File: config.mk
export PLATFORM = sky130hd
export DESIGN_NAME = io_register_space_decoder
export DESIGN_NICKNAME = d
export VERILOG_FILES = /design/src/io_space_pkg.sv /design/src/io_register_space_decoder.sv
export VERILOG_INCLUDE_DIRS = /design/src
export SDC_FILE = /design/constraint.sdc
export NUM_CORES = 1
export LEC_CHECK = 0
export BUFFER_PORTS_ARGS = -buffer_cell sky130_fd_sc_hd__clkbuf_2
export CAP_MARGIN = 20
export CORE_ASPECT_RATIO = 1.25
export CORE_MARGIN = 1.5
export CORE_UTILIZATION = 30
export DETAILED_ROUTE_END_ITERATION = 7
export GPL_TIMING_DRIVEN = 1
export PLACE_DENSITY = 0.51
export SLEW_MARGIN = 20
export SYNTH_ARGS = -nofsm -noshare
export SYNTH_HDL_FRONTEND = slang
export SYNTH_SLANG_ARGS = --single-unit
File: constraint.sdc
create_clock -name mclk_i -period 2.3 [get_ports mclk_i]
set_input_delay 0.46 -clock mclk_i [delete_from_list [all_inputs] [get_ports mclk_i]]
set_output_delay 0.46 -clock mclk_i [all_outputs]
set_load 0.1 [all_outputs]
File: src/io_space_defines.svh
// Behaviour
// - low registers support single bit set/clear
// - low registers support bit test and skip
// - status flags clear on written one
// - bit operations touch only addressed bit
// - bit operations only for addresses 0x00-0x1F
// - io instructions use addresses 0x00-0x3F
// - data address equals io address plus 0x20
// - extended region 0x60-0xFF data access only
`ifndef IO_SPACE_DEFINES_SVH
`define IO_SPACE_DEFINES_SVH
`define IO_DATA_OFFSET   8'h20
`define IO_DIRECT_LAST   8'h3F
`define IO_BIT_LAST      8'h1F
`define EXT_FIRST        8'h60
`define EXT_LAST         8'hFF
`define ADDR_PIN_B       8'h23
`define ADDR_DIR_B       8'h24
`define ADDR_OUT_B       8'h25
`define ADDR_PIN_C       8'h26
`define ADDR_DIR_C       8'h27
`define ADDR_OUT_C       8'h28
`define ADDR_PIN_D       8'h29
`define ADDR_DIR_D       8'h2A
`define ADDR_OUT_D       8'h2B
`define ADDR_T0_FLAGS    8'h35
`define ADDR_T1_FLAGS    8'h36
`define ADDR_T2_FLAGS    8'h37
`define ADDR_PC_FLAGS    8'h3B
`define ADDR_EX_FLAGS    8'h3C
`define ADDR_EX_MASK     8'h3D
`define ADDR_SCRATCH0    8'h3E
`define ADDR_NV_CTRL     8'h3F
`define ADDR_NV_DATA     8'h40
`define ADDR_NV_ADDRL    8'h41
`define ADDR_NV_ADDRH    8'h42
`define ADDR_PRESCALE    8'h43
`define ADDR_T0_CTRLA    8'h44
`define ADDR_T0_CTRLB    8'h45
`define ADDR_T0_CMPA     8'h47
`define ADDR_T0_CMPB     8'h48
`define ADDR_SCRATCH1    8'h4A
`define ADDR_SCRATCH2    8'h4B
`define ADDR_SPI_CTRL    8'h4C
`define ADDR_SPI_STAT    8'h4D
`define ADDR_CMP_CTRL    8'h50
`define ADDR_SLEEP       8'h53
`define ADDR_RST_CAUSE   8'h54
`define ADDR_CORE_CTRL   8'h55
`define ADDR_SELF_PROG   8'h57
`define ADDR_SP_LOW      8'h5D
`define ADDR_SP_HIGH     8'h5E
`define ADDR_CORE_FLAGS  8'h5F
`define ADDR_WDOG        8'h60
`define ADDR_POWER       8'h64
`define ADDR_PC_MASK0    8'h6B
`define ADDR_PC_MASK1    8'h6C
`define ADDR_PC_MASK2    8'h6D
`define ADDR_T0_MASK     8'h6E
`define ADDR_T1_MASK     8'h6F
`define ADDR_T2_MASK     8'h70
`define ADDR_CONV_LOW    8'h78
`define ADDR_CONV_HIGH   8'h79
`define FLAGS_T0_BITS    8'h07
`define FLAGS_T1_BITS    8'h27
`define FLAGS_T2_BITS    8'h07
`define FLAGS_PC_BITS    8'h07
`define FLAGS_EX_BITS    8'h03
`define REG_RESET        8'h00
`endif

File: src/io_space_pkg.sv
package io_space_pkg;
  typedef enum logic [2:0] {
    OP_NONE  = 3'b000,
    OP_IN    = 3'b001,
    OP_OUT   = 3'b010,
    OP_LOAD  = 3'b011,
    OP_STORE = 3'b100,
    OP_SET   = 3'b101,
    OP_CLEAR = 3'b110,
    OP_TEST  = 3'b111
  } io_op_t;
  typedef struct packed {
    io_op_t     op;
    logic [7:0] addr;
    logic [7:0] wdata;
    logic [2:0] bit_sel;
  } io_req_t;
  typedef struct packed {
    logic [7:0] rdata;
    logic       bit_val;
    logic       hit;
  } io_rsp_t;
endpackage

File: src/io_register_space_decoder.sv
`timescale 1ns/1ps
`default_nettype none
`include "io_space_defines.svh"
module io_register_space_decoder (
  input  wire logic                 mclk_i,
  input  wire logic                 rst_n_i,
  input  wire io_space_pkg::io_req_t req_i,
  input  wire logic [7:0]           pin_b_i,
  input  wire logic [7:0]           pin_c_i,
  input  wire logic [7:0]           pin_d_i,
  input  wire logic [7:0]           conv_low_i,
  input  wire logic [7:0]           conv_high_i,
  input  wire logic [7:0]           flag_set_t0_i,
  input  wire logic [7:0]           flag_set_t1_i,
  input  wire logic [7:0]           flag_set_t2_i,
  input  wire logic [7:0]           flag_set_pc_i,
  input  wire logic [7:0]           flag_set_ex_i,
  output io_space_pkg::io_rsp_t     rsp_o,
  output logic                      skip_o,
  output logic [7:0]                dir_b_o,
  output logic [7:0]                out_b_o,
  output logic [7:0]                dir_c_o,
  output logic [7:0]                out_c_o,
  output logic [7:0]                dir_d_o,
  output logic [7:0]                out_d_o,
  output logic [7:0]                ex_mask_o,
  output logic [7:0]                flags_t0_o,
  output logic [7:0]                flags_ex_o
);
  // storage indexed by data-space address; only mapped entries are kept
  logic [7:0]            mem_reg  [0:255];
  logic [7:0]            mem_next [0:255];
  logic [255:0]          mapped;
  logic [255:0]          w1c;
  logic [255:0]          ro;
  logic [7:0]            w1c_mask [0:255];
  logic [7:0]            setv     [0:255];
  logic [7:0]            daddr;
  logic                  legal;
  logic                  is_write;
  logic                  is_bit;
  logic [7:0]            cur;
  logic [7:0]            bmask;
  io_space_pkg::io_rsp_t rsp_reg;
  io_space_pkg::io_rsp_t rsp_next;
  logic                  skip_reg;
  logic                  skip_next;

  function automatic logic is_map(input logic [7:0] a);
    case (a)
      `ADDR_PIN_B, `ADDR_DIR_B, `ADDR_OUT_B, `ADDR_PIN_C, `ADDR_DIR_C,
      `ADDR_OUT_C, `ADDR_PIN_D, `ADDR_DIR_D, `ADDR_OUT_D,
      `ADDR_T0_FLAGS, `ADDR_T1_FLAGS, `ADDR_T2_FLAGS, `ADDR_PC_FLAGS,
      `ADDR_EX_FLAGS, `ADDR_EX_MASK, `ADDR_SCRATCH0, `ADDR_NV_CTRL,
      `ADDR_NV_DATA, `ADDR_NV_ADDRL, `ADDR_NV_ADDRH, `ADDR_PRESCALE,
      `ADDR_T0_CTRLA, `ADDR_T0_CTRLB, `ADDR_T0_CMPA, `ADDR_T0_CMPB,
      `ADDR_SCRATCH1, `ADDR_SCRATCH2, `ADDR_SPI_CTRL, `ADDR_SPI_STAT,
      `ADDR_CMP_CTRL, `ADDR_SLEEP, `ADDR_RST_CAUSE, `ADDR_CORE_CTRL,
      `ADDR_SELF_PROG, `ADDR_SP_LOW, `ADDR_SP_HIGH, `ADDR_CORE_FLAGS,
      `ADDR_WDOG, `ADDR_POWER, `ADDR_PC_MASK0, `ADDR_PC_MASK1,
      `ADDR_PC_MASK2, `ADDR_T0_MASK, `ADDR_T1_MASK, `ADDR_T2_MASK,
      `ADDR_CONV_LOW, `ADDR_CONV_HIGH: is_map = 1'b1;
      default: is_map = 1'b0;
    endcase
  endfunction

  function automatic logic [7:0] flag_bits(input logic [7:0] a);
    case (a)
      `ADDR_T0_FLAGS: flag_bits = `FLAGS_T0_BITS;
      `ADDR_T1_FLAGS: flag_bits = `FLAGS_T1_BITS;
      `ADDR_T2_FLAGS: flag_bits = `FLAGS_T2_BITS;
      `ADDR_PC_FLAGS: flag_bits = `FLAGS_PC_BITS;
      `ADDR_EX_FLAGS: flag_bits = `FLAGS_EX_BITS;
      default:        flag_bits = 8'h00;
    endcase
  endfunction

  // io instructions add the offset, data accesses use the address as is
  always_comb begin
    daddr = req_i.addr;
    legal = 1'b0;
    case (req_i.op)
      io_space_pkg::OP_IN, io_space_pkg::OP_OUT: begin
        daddr = 8'(req_i.addr + `IO_DATA_OFFSET);
        legal = (req_i.addr <= `IO_DIRECT_LAST);
      end
      io_space_pkg::OP_SET, io_space_pkg::OP_CLEAR,
      io_space_pkg::OP_TEST: begin
        daddr = 8'(req_i.addr + `IO_DATA_OFFSET);
        legal = (req_i.addr <= `IO_BIT_LAST);
      end
      io_space_pkg::OP_LOAD, io_space_pkg::OP_STORE: begin
        legal = (req_i.addr >= `IO_DATA_OFFSET);
      end
      default: begin
        legal = 1'b0;
      end
    endcase
  end

  always_comb begin
    is_write = legal && (req_i.op == io_space_pkg::OP_OUT ||
                         req_i.op == io_space_pkg::OP_STORE);
    is_bit   = legal && (req_i.op == io_space_pkg::OP_SET ||
                         req_i.op == io_space_pkg::OP_CLEAR);
    bmask    = 8'h01 << req_i.bit_sel;
    cur      = mapped[daddr] ? mem_reg[daddr] : 8'h00;
  end

  // hardware flag sets are masked to the defined flag bits of their entries
  always_comb begin
    for (int k = 0; k < 256; k++) begin
      setv[k] = 8'h00;
    end
    setv[`ADDR_T0_FLAGS] = flag_set_t0_i & `FLAGS_T0_BITS;
    setv[`ADDR_T1_FLAGS] = flag_set_t1_i & `FLAGS_T1_BITS;
    setv[`ADDR_T2_FLAGS] = flag_set_t2_i & `FLAGS_T2_BITS;
    setv[`ADDR_PC_FLAGS] = flag_set_pc_i & `FLAGS_PC_BITS;
    setv[`ADDR_EX_FLAGS] = flag_set_ex_i & `FLAGS_EX_BITS;
  end

  genvar g;
  generate
    for (g = 0; g < 256; g++) begin : g_entry
      localparam logic [7:0] A = 8'(g);
      assign mapped[g]   = is_map(A);
      assign w1c_mask[g] = flag_bits(A);
      assign w1c[g]      = (flag_bits(A) != 8'h00);
      assign ro[g]       = (A == `ADDR_PIN_B) || (A == `ADDR_PIN_C) ||
                           (A == `ADDR_PIN_D) || (A == `ADDR_CONV_LOW) ||
                           (A == `ADDR_CONV_HIGH);
      always_comb begin
        mem_next[g] = mem_reg[g];
        if (!mapped[g]) begin
          mem_next[g] = 8'h00;
        end else if (ro[g]) begin
          mem_next[g] = mem_reg[g];
        end else if (daddr == A && is_write) begin
          if (w1c[g]) begin
            mem_next[g] = mem_reg[g] & ~(req_i.wdata & w1c_mask[g]);
          end else begin
            mem_next[g] = req_i.wdata;
          end
        end else if (daddr == A && is_bit) begin
          // only the addressed bit moves, so pending flags survive
          if (w1c[g]) begin
            mem_next[g] = (req_i.op == io_space_pkg::OP_SET) ?
                          (mem_reg[g] & ~(bmask & w1c_mask[g])) :
                          mem_reg[g];
          end else if (req_i.op == io_space_pkg::OP_SET) begin
            mem_next[g] = mem_reg[g] | bmask;
          end else begin
            mem_next[g] = mem_reg[g] & ~bmask;
          end
        end
        // hardware set wins over a same-cycle clear
        mem_next[g] = mem_next[g] | setv[g];
      end
      always_ff @(posedge mclk_i or negedge rst_n_i) begin
        if (!rst_n_i) begin
          mem_reg[g] <= `REG_RESET;
        end else begin
          if (A == `ADDR_PIN_B) begin
            mem_reg[g] <= pin_b_i;
          end else if (A == `ADDR_PIN_C) begin
            mem_reg[g] <= pin_c_i;
          end else if (A == `ADDR_PIN_D) begin
            mem_reg[g] <= pin_d_i;
          end else if (A == `ADDR_CONV_LOW) begin
            mem_reg[g] <= conv_low_i;
          end else if (A == `ADDR_CONV_HIGH) begin
            mem_reg[g] <= conv_high_i;
          end else begin
            mem_reg[g] <= mem_next[g];
          end
        end
      end
    end
  endgenerate

  always_comb begin
    rsp_next  = '0;
    skip_next = 1'b0;
    if (legal && mapped[daddr]) begin
      rsp_next.hit = 1'b1;
      if (req_i.op == io_space_pkg::OP_IN ||
          req_i.op == io_space_pkg::OP_LOAD) begin
        rsp_next.rdata = cur;
      end
      if (req_i.op == io_space_pkg::OP_TEST) begin
        rsp_next.bit_val = cur[req_i.bit_sel];
        skip_next        = cur[req_i.bit_sel];
      end
    end
  end

  always_ff @(posedge mclk_i or negedge rst_n_i) begin
    if (!rst_n_i) begin
      rsp_reg  <= '0;
      skip_reg <= 1'b0;
    end else begin
      rsp_reg  <= rsp_next;
      skip_reg <= skip_next;
    end
  end

  assign rsp_o      = rsp_reg;
  assign skip_o     = skip_reg;
  assign dir_b_o    = mem_reg[`ADDR_DIR_B];
  assign out_b_o    = mem_reg[`ADDR_OUT_B];
  assign dir_c_o    = mem_reg[`ADDR_DIR_C];
  assign out_c_o    = mem_reg[`ADDR_OUT_C];
  assign dir_d_o    = mem_reg[`ADDR_DIR_D];
  assign out_d_o    = mem_reg[`ADDR_OUT_D];
  assign ex_mask_o  = mem_reg[`ADDR_EX_MASK];
  assign flags_t0_o = mem_reg[`ADDR_T0_FLAGS];
  assign flags_ex_o = mem_reg[`ADDR_EX_FLAGS];
endmodule
`default_nettype wire

==> Word level (Yosys, flattened, before mapping) <==
Memories as Yosys holds them, arrays and structs flattened.
Cells that the tools add are included.
{ "word_totals": {"register_bits": 387, "rom_bits": 256, "inputBits": 104, "wordCells": 476, "n_memories": 1} }
{ "mem_list": {"columns": ["name", "depth", "word_bits", "rd", "rd_ports_with_merged_regs", "write_ports", "line_no", "text"], "rows": [
  ["(no name shown)", 256, 1, 1, 0, 0, "io_register_space_decoder.sv:184", "if (legal && mapped[daddr]) begin"]
]} }
{ "classes": {"addsub": 1, "magnitude_cmp": 6, "eq_ne": 49, "shifts": 1, "mux": 139, "bitwise": 97, "reduce_logical": 131} }
{ "ops": {"columns": ["operator", "n"], "rows": [
  ["8-bit two-way mux", 131],
  ["8-bit AND", 47],
  ["8-bit OR", 37],
  ["8-bit by 7-bit == test with 1-bit output, second input constant", 28],
  ["8-bit by 6-bit == test with 1-bit output, second input constant", 14],
  ["1-bit logical AND", 87],
  ["2-bit nonzero test", 37],
  ["8-bit binary-select mux with 8-bit select", 1],
  ["8-bit by 3-bit OR with 8-bit output", 3],
  ["2-bit NOT with 8-bit output", 2],
  ["3-bit NOT with 8-bit output", 2],
  ["6-bit NOT with 8-bit output", 2],
  ["3-bit == test, second input constant", 4],
  ["10-bit two-way mux", 1],
  ["9-bit greater-or-equal comparator, second input constant", 1],
  ["8-bit by 9-bit less-than comparator with 1-bit output, second input constant", 1],
  ["8-bit NOT with 9-bit output", 1],
  ["8-bit by 6-bit adder with 8-bit output, second input constant", 1],
  ["8-bit by 6-bit greater-or-equal comparator with 1-bit output, second input constant", 1],
  ["8-bit by 5-bit less-or-equal comparator with 1-bit output, second input constant", 1],
  ["8-bit by 6-bit less-or-equal comparator with 1-bit output, second input constant", 1],
  ["8-bit NOT", 1],
  ["8-bit by 2-bit OR with 8-bit output", 1],
  ["8-bit by 6-bit OR with 8-bit output", 1],
  ["11 further kinds", 18]
]} }

==> Depth between registers and ports, before layout <==
Gate-level depths: netlist (run 1).
{ "logic_depth": {"ltp_word": 12, "ltp_mapped": 15, "mapped_depth_nobuf": 10} }

==> Worst setup path after synthesis (run 1) <==
OpenSTA, ideal clock, no wires.
{ "synth_path": {"path_kind": "in2reg", "start": "in req_i[11] (netlist bit)", "end": "reg rsp_reg (netlist bit rsp_o[9])", "setup_time_ns": 0.088, "arrival_ns": 3.040, "required_time_ns": 2.212, "setup_slack_ns": -0.828, "cell_stages": 13, "n_path_buf": 4, "cell_sequence": "buf_2 buf_2 inv_1 clkbuf_1 ha_1 clkbuf_1 nand2_1 mux4_2 mux2i_1 a32oi_1 nor2_1 nand3_1 nor3_1"} }
{ "synth_rtl": {"columns": ["item", "line_no", "text"], "rows": [
  ["from (decl)", "io_register_space_decoder.sv:7", "input wire io_space_pkg::io_req_t req_i,"],
  ["to (signal assigned)", "io_register_space_decoder.sv:202", "rsp_reg <= rsp_next;"],
  ["to (decl)", "io_register_space_decoder.sv:44", "io_space_pkg::io_rsp_t rsp_reg;"]
]} }

==> flow_summary_export.csv, run 1 <==
group,metric,value,unit
min_path,worstHoldPathType,"input pin to register",
power_and_ir_drop,p_per_area,617,nW/um^2
global_routing,track_usage,23.9,%
drt,vias_per_cell,5.55,
min_path,hold_depth,1,
drt,met2_wirelength,37.9,mm
critical_path,criticalPathCategory,"register to register",
global_routing,grt_pass1_wl,113,mm
layout,fin_nets,2290,
synth,yosys.area.top_type,"dfrtp_1",
global_routing,grt_max_degree,78,
drt,dr_wl_met3,4.19,mm
critical_path,reg2regPathDepth,8,
synth,yosysSeqAreaShare,48.6,%
synth,ys_async_sr_fraction,100,%
min_path,min_from,"pin_c_i[3]",
sta,min_period,2550,ps
critical_path,required,2740,ps
synth,synthMostInstantiatedCell,"dfrtp_1",
placed_design,post-place-ws,-1010,ps
global_routing,grt-ovfl-total,0,
drt,drt-total-wl,76.0,mm
sta,clock_skew,15.8,ps
sta,hold_violations,0,
clock_tree,clk_pin_slew,60,ps
placed_design,gp_congestion,0.913,
floorplan,die_h,281,microns
synth,yosysTopAreaCellShare,48.6,%
sta,setup_ws,-250,ps
synth,synth_area,18600,sq um
layout,final_core_util,41.6,%
drt,ant_nets,0,
clock_tree,numCtsBuffers,41,
power_and_ir_drop,leakage,11.3,nW
floorplan,die_area,63400,sq um
floorplan,die_w,226,microns
sta,finalSetupViolCount,25,
critical_path,worstPathMaxFanout,2,
clock_tree,clk_latency,570,ps
synth,ys_types,75,
sta,fmax,392,MHz
power_and_ir_drop,peakVddDrop,548,uV
synth,synth-edff-count,0,
synth,syn_avg_cell_area,10.5,sq um
drt,avgRoutedWirePerCell,25.1,microns
outcome,violations,"negative setup slack",
layout,antenna_cells,0,
synth,ys.flop_type,"dfrtp_1",
sta,worst_pin_slew,741,ps
synth,ys_top_cells_by_count,"dfrtp_1 (361), a21oi_1 (220), mux2_2 (124), a31oi_1 (105), nor2_1 (100)",
power_and_ir_drop,p_total,15.7,mW
synth,synthCells,1763,
outcome,status,"complete, but fails checks",
floorplan,io_pins,187,
drt,top_layer_used,"met5",
clock_tree,cts-root-buf,"clkbuf_16",
critical_path,end_kind,"register",
layout,drive_above_1_share,39.5,%
synth,synth.area.top_cells,"dfrtp_1 (49%), mux2_2 (7.5%), a21oi_1 (5.9%)",
synth,ys_warn_count,0,
drt,drt_iter0_drc,1334,
synth,ys_ff_latch,361,
clock_tree,cts_tree,"built",
clock_tree,clockBufferDepth,3,
critical_path,worstPathArrival,2990,ps
placed_design,io_buffers,150,
placed_design,place.detailed.hpwl,56.3,mm
drt,dr.pass1.iters,5,
sta,hold_ws,30.6,ps
min_path,whs_endpoint,"mem_next[1739]",
placed_design,dp.cells,2905,
critical_path,r2r_slack,-250,ps
floorplan,start_util,30.4,%
critical_path,r2r-end,"rsp_o[1]",
global_routing,grt_pass1_vias,17000,
critical_path,worstSetupStartpointType,"register",
floorplan,core,61000,sq um
layout,instances_no_fill,3034,
sta,fin_crit_sh,111,%
clock_tree,cts.sinks,361,
global_routing,antenna_found_initial,1,
drt,drt-met1-wl,30.8,mm
sta,slew_headroom,50.1,%
sta,slew_violations,0,
floorplan,rows,101,
clock_tree,htree_levels,2,
sta,rsz0062_at_grt,"true",
layout,syn_to_final_growth,36.8,%
run,drv_cap,0,
drt,drc,0,
drt,vias,16800,
## critical path, cell delays in order (launching register included)
cell	delay [ps]
dfrtp_1	370
mux4_2	480
a222oi_1	480
buf_4	230
o32ai_4	100
o32ai_2	270
nor2_1	70
nor4bb_1	320
a2111oi_1	100
## placed cells by master, fill, tap and decap left out, types with 7 or more instances in the layout
cell type	n
buf_6	10
nor2_4	15
conb_1	11
o21ai_0	85
o211ai_1	8
inv_1	9
a222oi_1	7
buf_12	56
o22a_1	42
nand2b_1	18
a221o_1	12
mux4_2	14
buf_4	337
a221oi_1	18
o21ai_1	11
a211oi_1	11
nor4_4	7
a22o_1	21
mux2i_1	50
clkbuf_2	144
a21oi_1	214
clkbuf_16	41
a22oi_1	14
nor3_1	9
clkbuf_8	7
o2bb2ai_1	8
nand2_1	47
o22ai_1	16
nor2_1	77
mux2_4	51
nor2_2	9
dlygate4sd3_1	39
dfrtp_1	361
a31oi_1	104
clkinv_2	12
o31ai_1	41
nand3_1	24
mux2_2	80
## through the flow
stage | instance area (sq um) | TNS, ps
6_report | 25400 | -1150
5_1_grt | 25400 | -2090
4_1_cts | 25100 | -422
3_5_place_dp | 23000 | -196410
3_3_place_gp | 23000 | -186330
2_1_floorplan | 19000 | -124460
## layout make-up
class	count	area [sq um]
Clock buffer	52	1140
Multi-Input combinational cell	1174	9000
Inverter	12	52.6
Timing Repair Buffer	590	4930
Sequential cell	361	9030
Clock inverter	21	220
Tap cell	824	1030
Fill cell	5864	35600
## worst max path at each step
stage	slack [ps]	cells past startpoint	startpoint	end
after floorplan	-500	10	req_i[16]	register
after global placement	-1020	11	req_i[13]	rsp_o[1]
after detailed placement	-1010	11	req_i[13]	rsp_o[1]
after CTS	-230	8	register	rsp_o[1]
after global routing	-300	8	register	rsp_o[1]
final	-250	8	register	rsp_o[1]
## report_power, final
part	switching, mW	leakage (nW)	internal (mW)	total, mW
clock network	2.82	0.673	3.95	6.77
registers	0.0985	4.85	6.53	6.63
logic	1.36	5.80	0.927	2.28
total	4.27	11.3	11.4	15.7
## cell families after synthesis
| logic type | count (synthesis) | share of synthesized area, % |
|---|---|---|
| AO/OA/AOI/OAI | 678 | 23.6 |
| flip-flops | 361 | 48.6 |
| AND/OR/NAND/NOR | 280 | 8.00 |
| buffers and inverters | 238 | 6.69 |
| multiplexers | 197 | 12.6 |
| adder cells (fa/ha/maj) | 6 | 0.404 |
| XOR/XNOR | 2 | 0.0943 |
| other | 1 | 0.0202 |
## layer usage
layer | track usage (%) | vias to the layer above
met5 | 0 | -
met4 | 8.72 | 2
met3 | 2.92 | 164
met2 | 41.6 | 641
met1 | 30.3 | 8592
li1 | - | 7443
## what timing repair did
item                       CTS  global route
buffers inserted             9            10
gates cloned                 1             1
hold buffers                39             0
setup endpoints to repair  190           252
gates resized for setup     53            76
pin swaps                   14            34
hold endpoints to repair    75             0
Power figures use the tool's default switching activity.
==> inputs of run 2 (changes only) <==
Clock period 2.3 ns to 2.4 ns, I/O delays scaled along.
==> run 2 against run 1 <==
  * The flow still finishes with violations (negative setup slack)
  * Design area up 2.8%
  * Combinational power about the same
  * Global-route usage about the same
  * Clock power up 3.5%
  * Critical endpoint unchanged
  * Largest cell class is now multi-input gates
==> flow_summary_export.csv, run 2 (synthesis results as in run 1) <==
group,metric,value,unit
drt,avgRoutedWirePerCell,25.7,microns
critical_path,r2r-end,"rsp_o[1]",
critical_path,cp.depth,11,
critical_path,worstPathMaxFanout,12,
outcome,status,"complete, but fails checks",
floorplan,core,61000,sq um
min_path,min_from,"pin_b_i[1]",
drt,drt_iter0_drc,1326,
critical_path,reg2regPathDepth,8,
clock_tree,cts.sinks,361,
drt,vias,17000,
power_and_ir_drop,leakage,11.6,nW
placed_design,place_area,23000,sq um
clock_tree,numCtsBuffers,40,
floorplan,die_w,226,microns
floorplan,die_area,63400,sq um
sta,hold_violations,0,
layout,layout_common_cells,"dfrtp_1 (361), buf_4 (343), a21oi_1 (182)",
power_and_ir_drop,p_per_area,599,nW/um^2
clock_tree,clockBufferDepth,3,
sta,min_period,2570,ps
critical_path,worstPathArrival,3030,ps
sta,clock_skew,20.0,ps
critical_path,path_cells,"clkbuf_2, buf_12, and2_1, a21o_1, a32oi_1, a211oi_1, buf_4, a21oi_1, a31o_2, nor4bb_2, a2111oi_2",
clock_tree,clk_pin_slew,60,ps
layout,syn_to_final_growth,40.6,%
layout,antenna_cells,0,
drt,vias_per_cell,5.59,
clock_tree,cts-root-buf,"clkbuf_16",
layout,fin_nets,2303,
sta,finalSetupViolCount,45,
min_path,worstHoldPathType,"input pin to register",
critical_path,criticalPathCategory,"input pin to register",
sta,rsz0062_at_grt,"true",
layout,stdcell_area,26100,sq um
critical_path,r2r_slack,-160,ps
global_routing,grt_pass1_wl,112,mm
sta,worst_pin_slew,758,ps
critical_path,worst-path-buf-inv,3,
clock_tree,clk_latency,570,ps
global_routing,grt-ovfl-total,0,
placed_design,place.detailed.hpwl,57.1,mm
drt,ant_nets,0,
sta,fmax,389,MHz
global_routing,grt_pass1_vias,16900,
drt,dr.pass1.iters,5,
min_path,hold_depth,1,
sta,fin_crit_sh,107,%
clock_tree,htree_levels,2,
global_routing,antenna_found_initial,0,
outcome,violations,"negative setup slack",
sta,slew_headroom,49.1,%
global_routing,track_usage,23.9,%
critical_path,cp_slowest_stage_delay,460,ps
min_path,whs_endpoint,"mem_next[1761]",
run,drv_cap,0,
critical_path,required,2860,ps
floorplan,start_util,30.4,%
critical_path,cp_slowest_cell,"and2_1",
layout,final_common_cell,"dfrtp_1",
placed_design,io_buffers,150,
drt,drt-total-wl,78.3,mm
sta,tns,-1450,ps
global_routing,grt_max_degree,77,
power_and_ir_drop,peakVddDrop,400,uV
layout,drive_above_1_share,42.7,%
critical_path,end_kind,"register",
sta,setup_ws,-169,ps
floorplan,die_h,281,microns
drt,drc,0,
floorplan,io_pins,187,
floorplan,rows,101,
clock_tree,cts_tree,"built",
sta,slew_violations,0,
critical_path,worstSetupStartpointType,"input pin",
critical_path,crit_family,"compound AO/OA/AOI/OAI gates",
placed_design,gp_congestion,0.945,
-- run 2: cell types whose count changed in the layout (fill, tap and decap cells not counted), sizes merged --
cell	previous run	this run
clkinvlp	3	1
bufinv	4	8
clkinv	14	8
or2	10	11
or4	1	2
buf	407	427
clkbuf	196	208
dlygate4sd3	39	22
inv	12	11
-- run 2: cell type report --
cell class | instances | area [sq um]
Clock inverter | 16 | 294
Timing Repair Buffer | 602 | 5200
Multi-Input combinational cell | 1176 | 9320
Tap cell | 824 | 1030
Fill cell | 5777 | 34900
Clock buffer | 55 | 1190
Sequential cell | 361 | 9030
Inverter | 12 | 47.5
-- run 2: worst max-delay path by stage --
stage / startpoint / to / slack [ps]
6_report: req_i[14] / rsp_o[1] / -170
5_1_grt: register / rsp_o[1] / -200
4_1_cts: req_i[16] / rsp_o[7] / -80
3_5_place_dp: req_i[12] / rsp_o[1] / -1020
3_3_place_gp: req_i[12] / rsp_o[1] / -1060
2_1_floorplan: req_i[16] / register / -420
-- run 2: per-layer routing --
metal	vias to the layer above	routed length [microns]	global-route usage (%)
li1	7468	-	-
met1	8720	31500	29.6
met2	639	38900	41.2
met3	211	3590	2.93
met4	0	4360	11.4
met5	-	0	0
-- run 2: worst reg2reg max path, cell delays in order, from the launching register on --
cell and delay, ps:
dfrtp_1 400, mux4_2 500, a222oi_1 430, a21o_1 200, a21oi_2 60, o32ai_2 270
o22ai_1 140, nor4bb_2 340, a2111oi_2 100
-- run 2: power breakdown --
group          total, mW  internal, mW  switching (mW)
logic               2.26         0.940            1.32
registers           6.37          6.26           0.108
clock network       7.01          4.33            2.69
total               15.6          11.5            4.12
-- run 2: repair_timing --
action,in CTS,in global routing
endpoints found under the setup margin,268,263
setup buffers,4,28
endpoints found under the hold margin,64,0
pin swaps,25,43
cloned,0,12
hold buffers,22,0
resized for setup,49,191
-- run 2: per-stage QoR --
stage / instances / hold WS, ps / setup slack [ps] / total power, mW / util, %
finish: 3046 / 15.7 / -169 / 15.6 / 42.8
global route: 3046 / 4.30 / -195 / 16.1 / 42.8
CTS: 3006 / 0.670 / -79.3 / 15.5 / 40.9
detailed placement: 2909 / 446 / -1020 / 8.45 / 37.7
global placement: 2909 / 442 / -1060 / 8.43 / 37.7
floorplan: 1773 / 184 / -421 / 7.45 / -
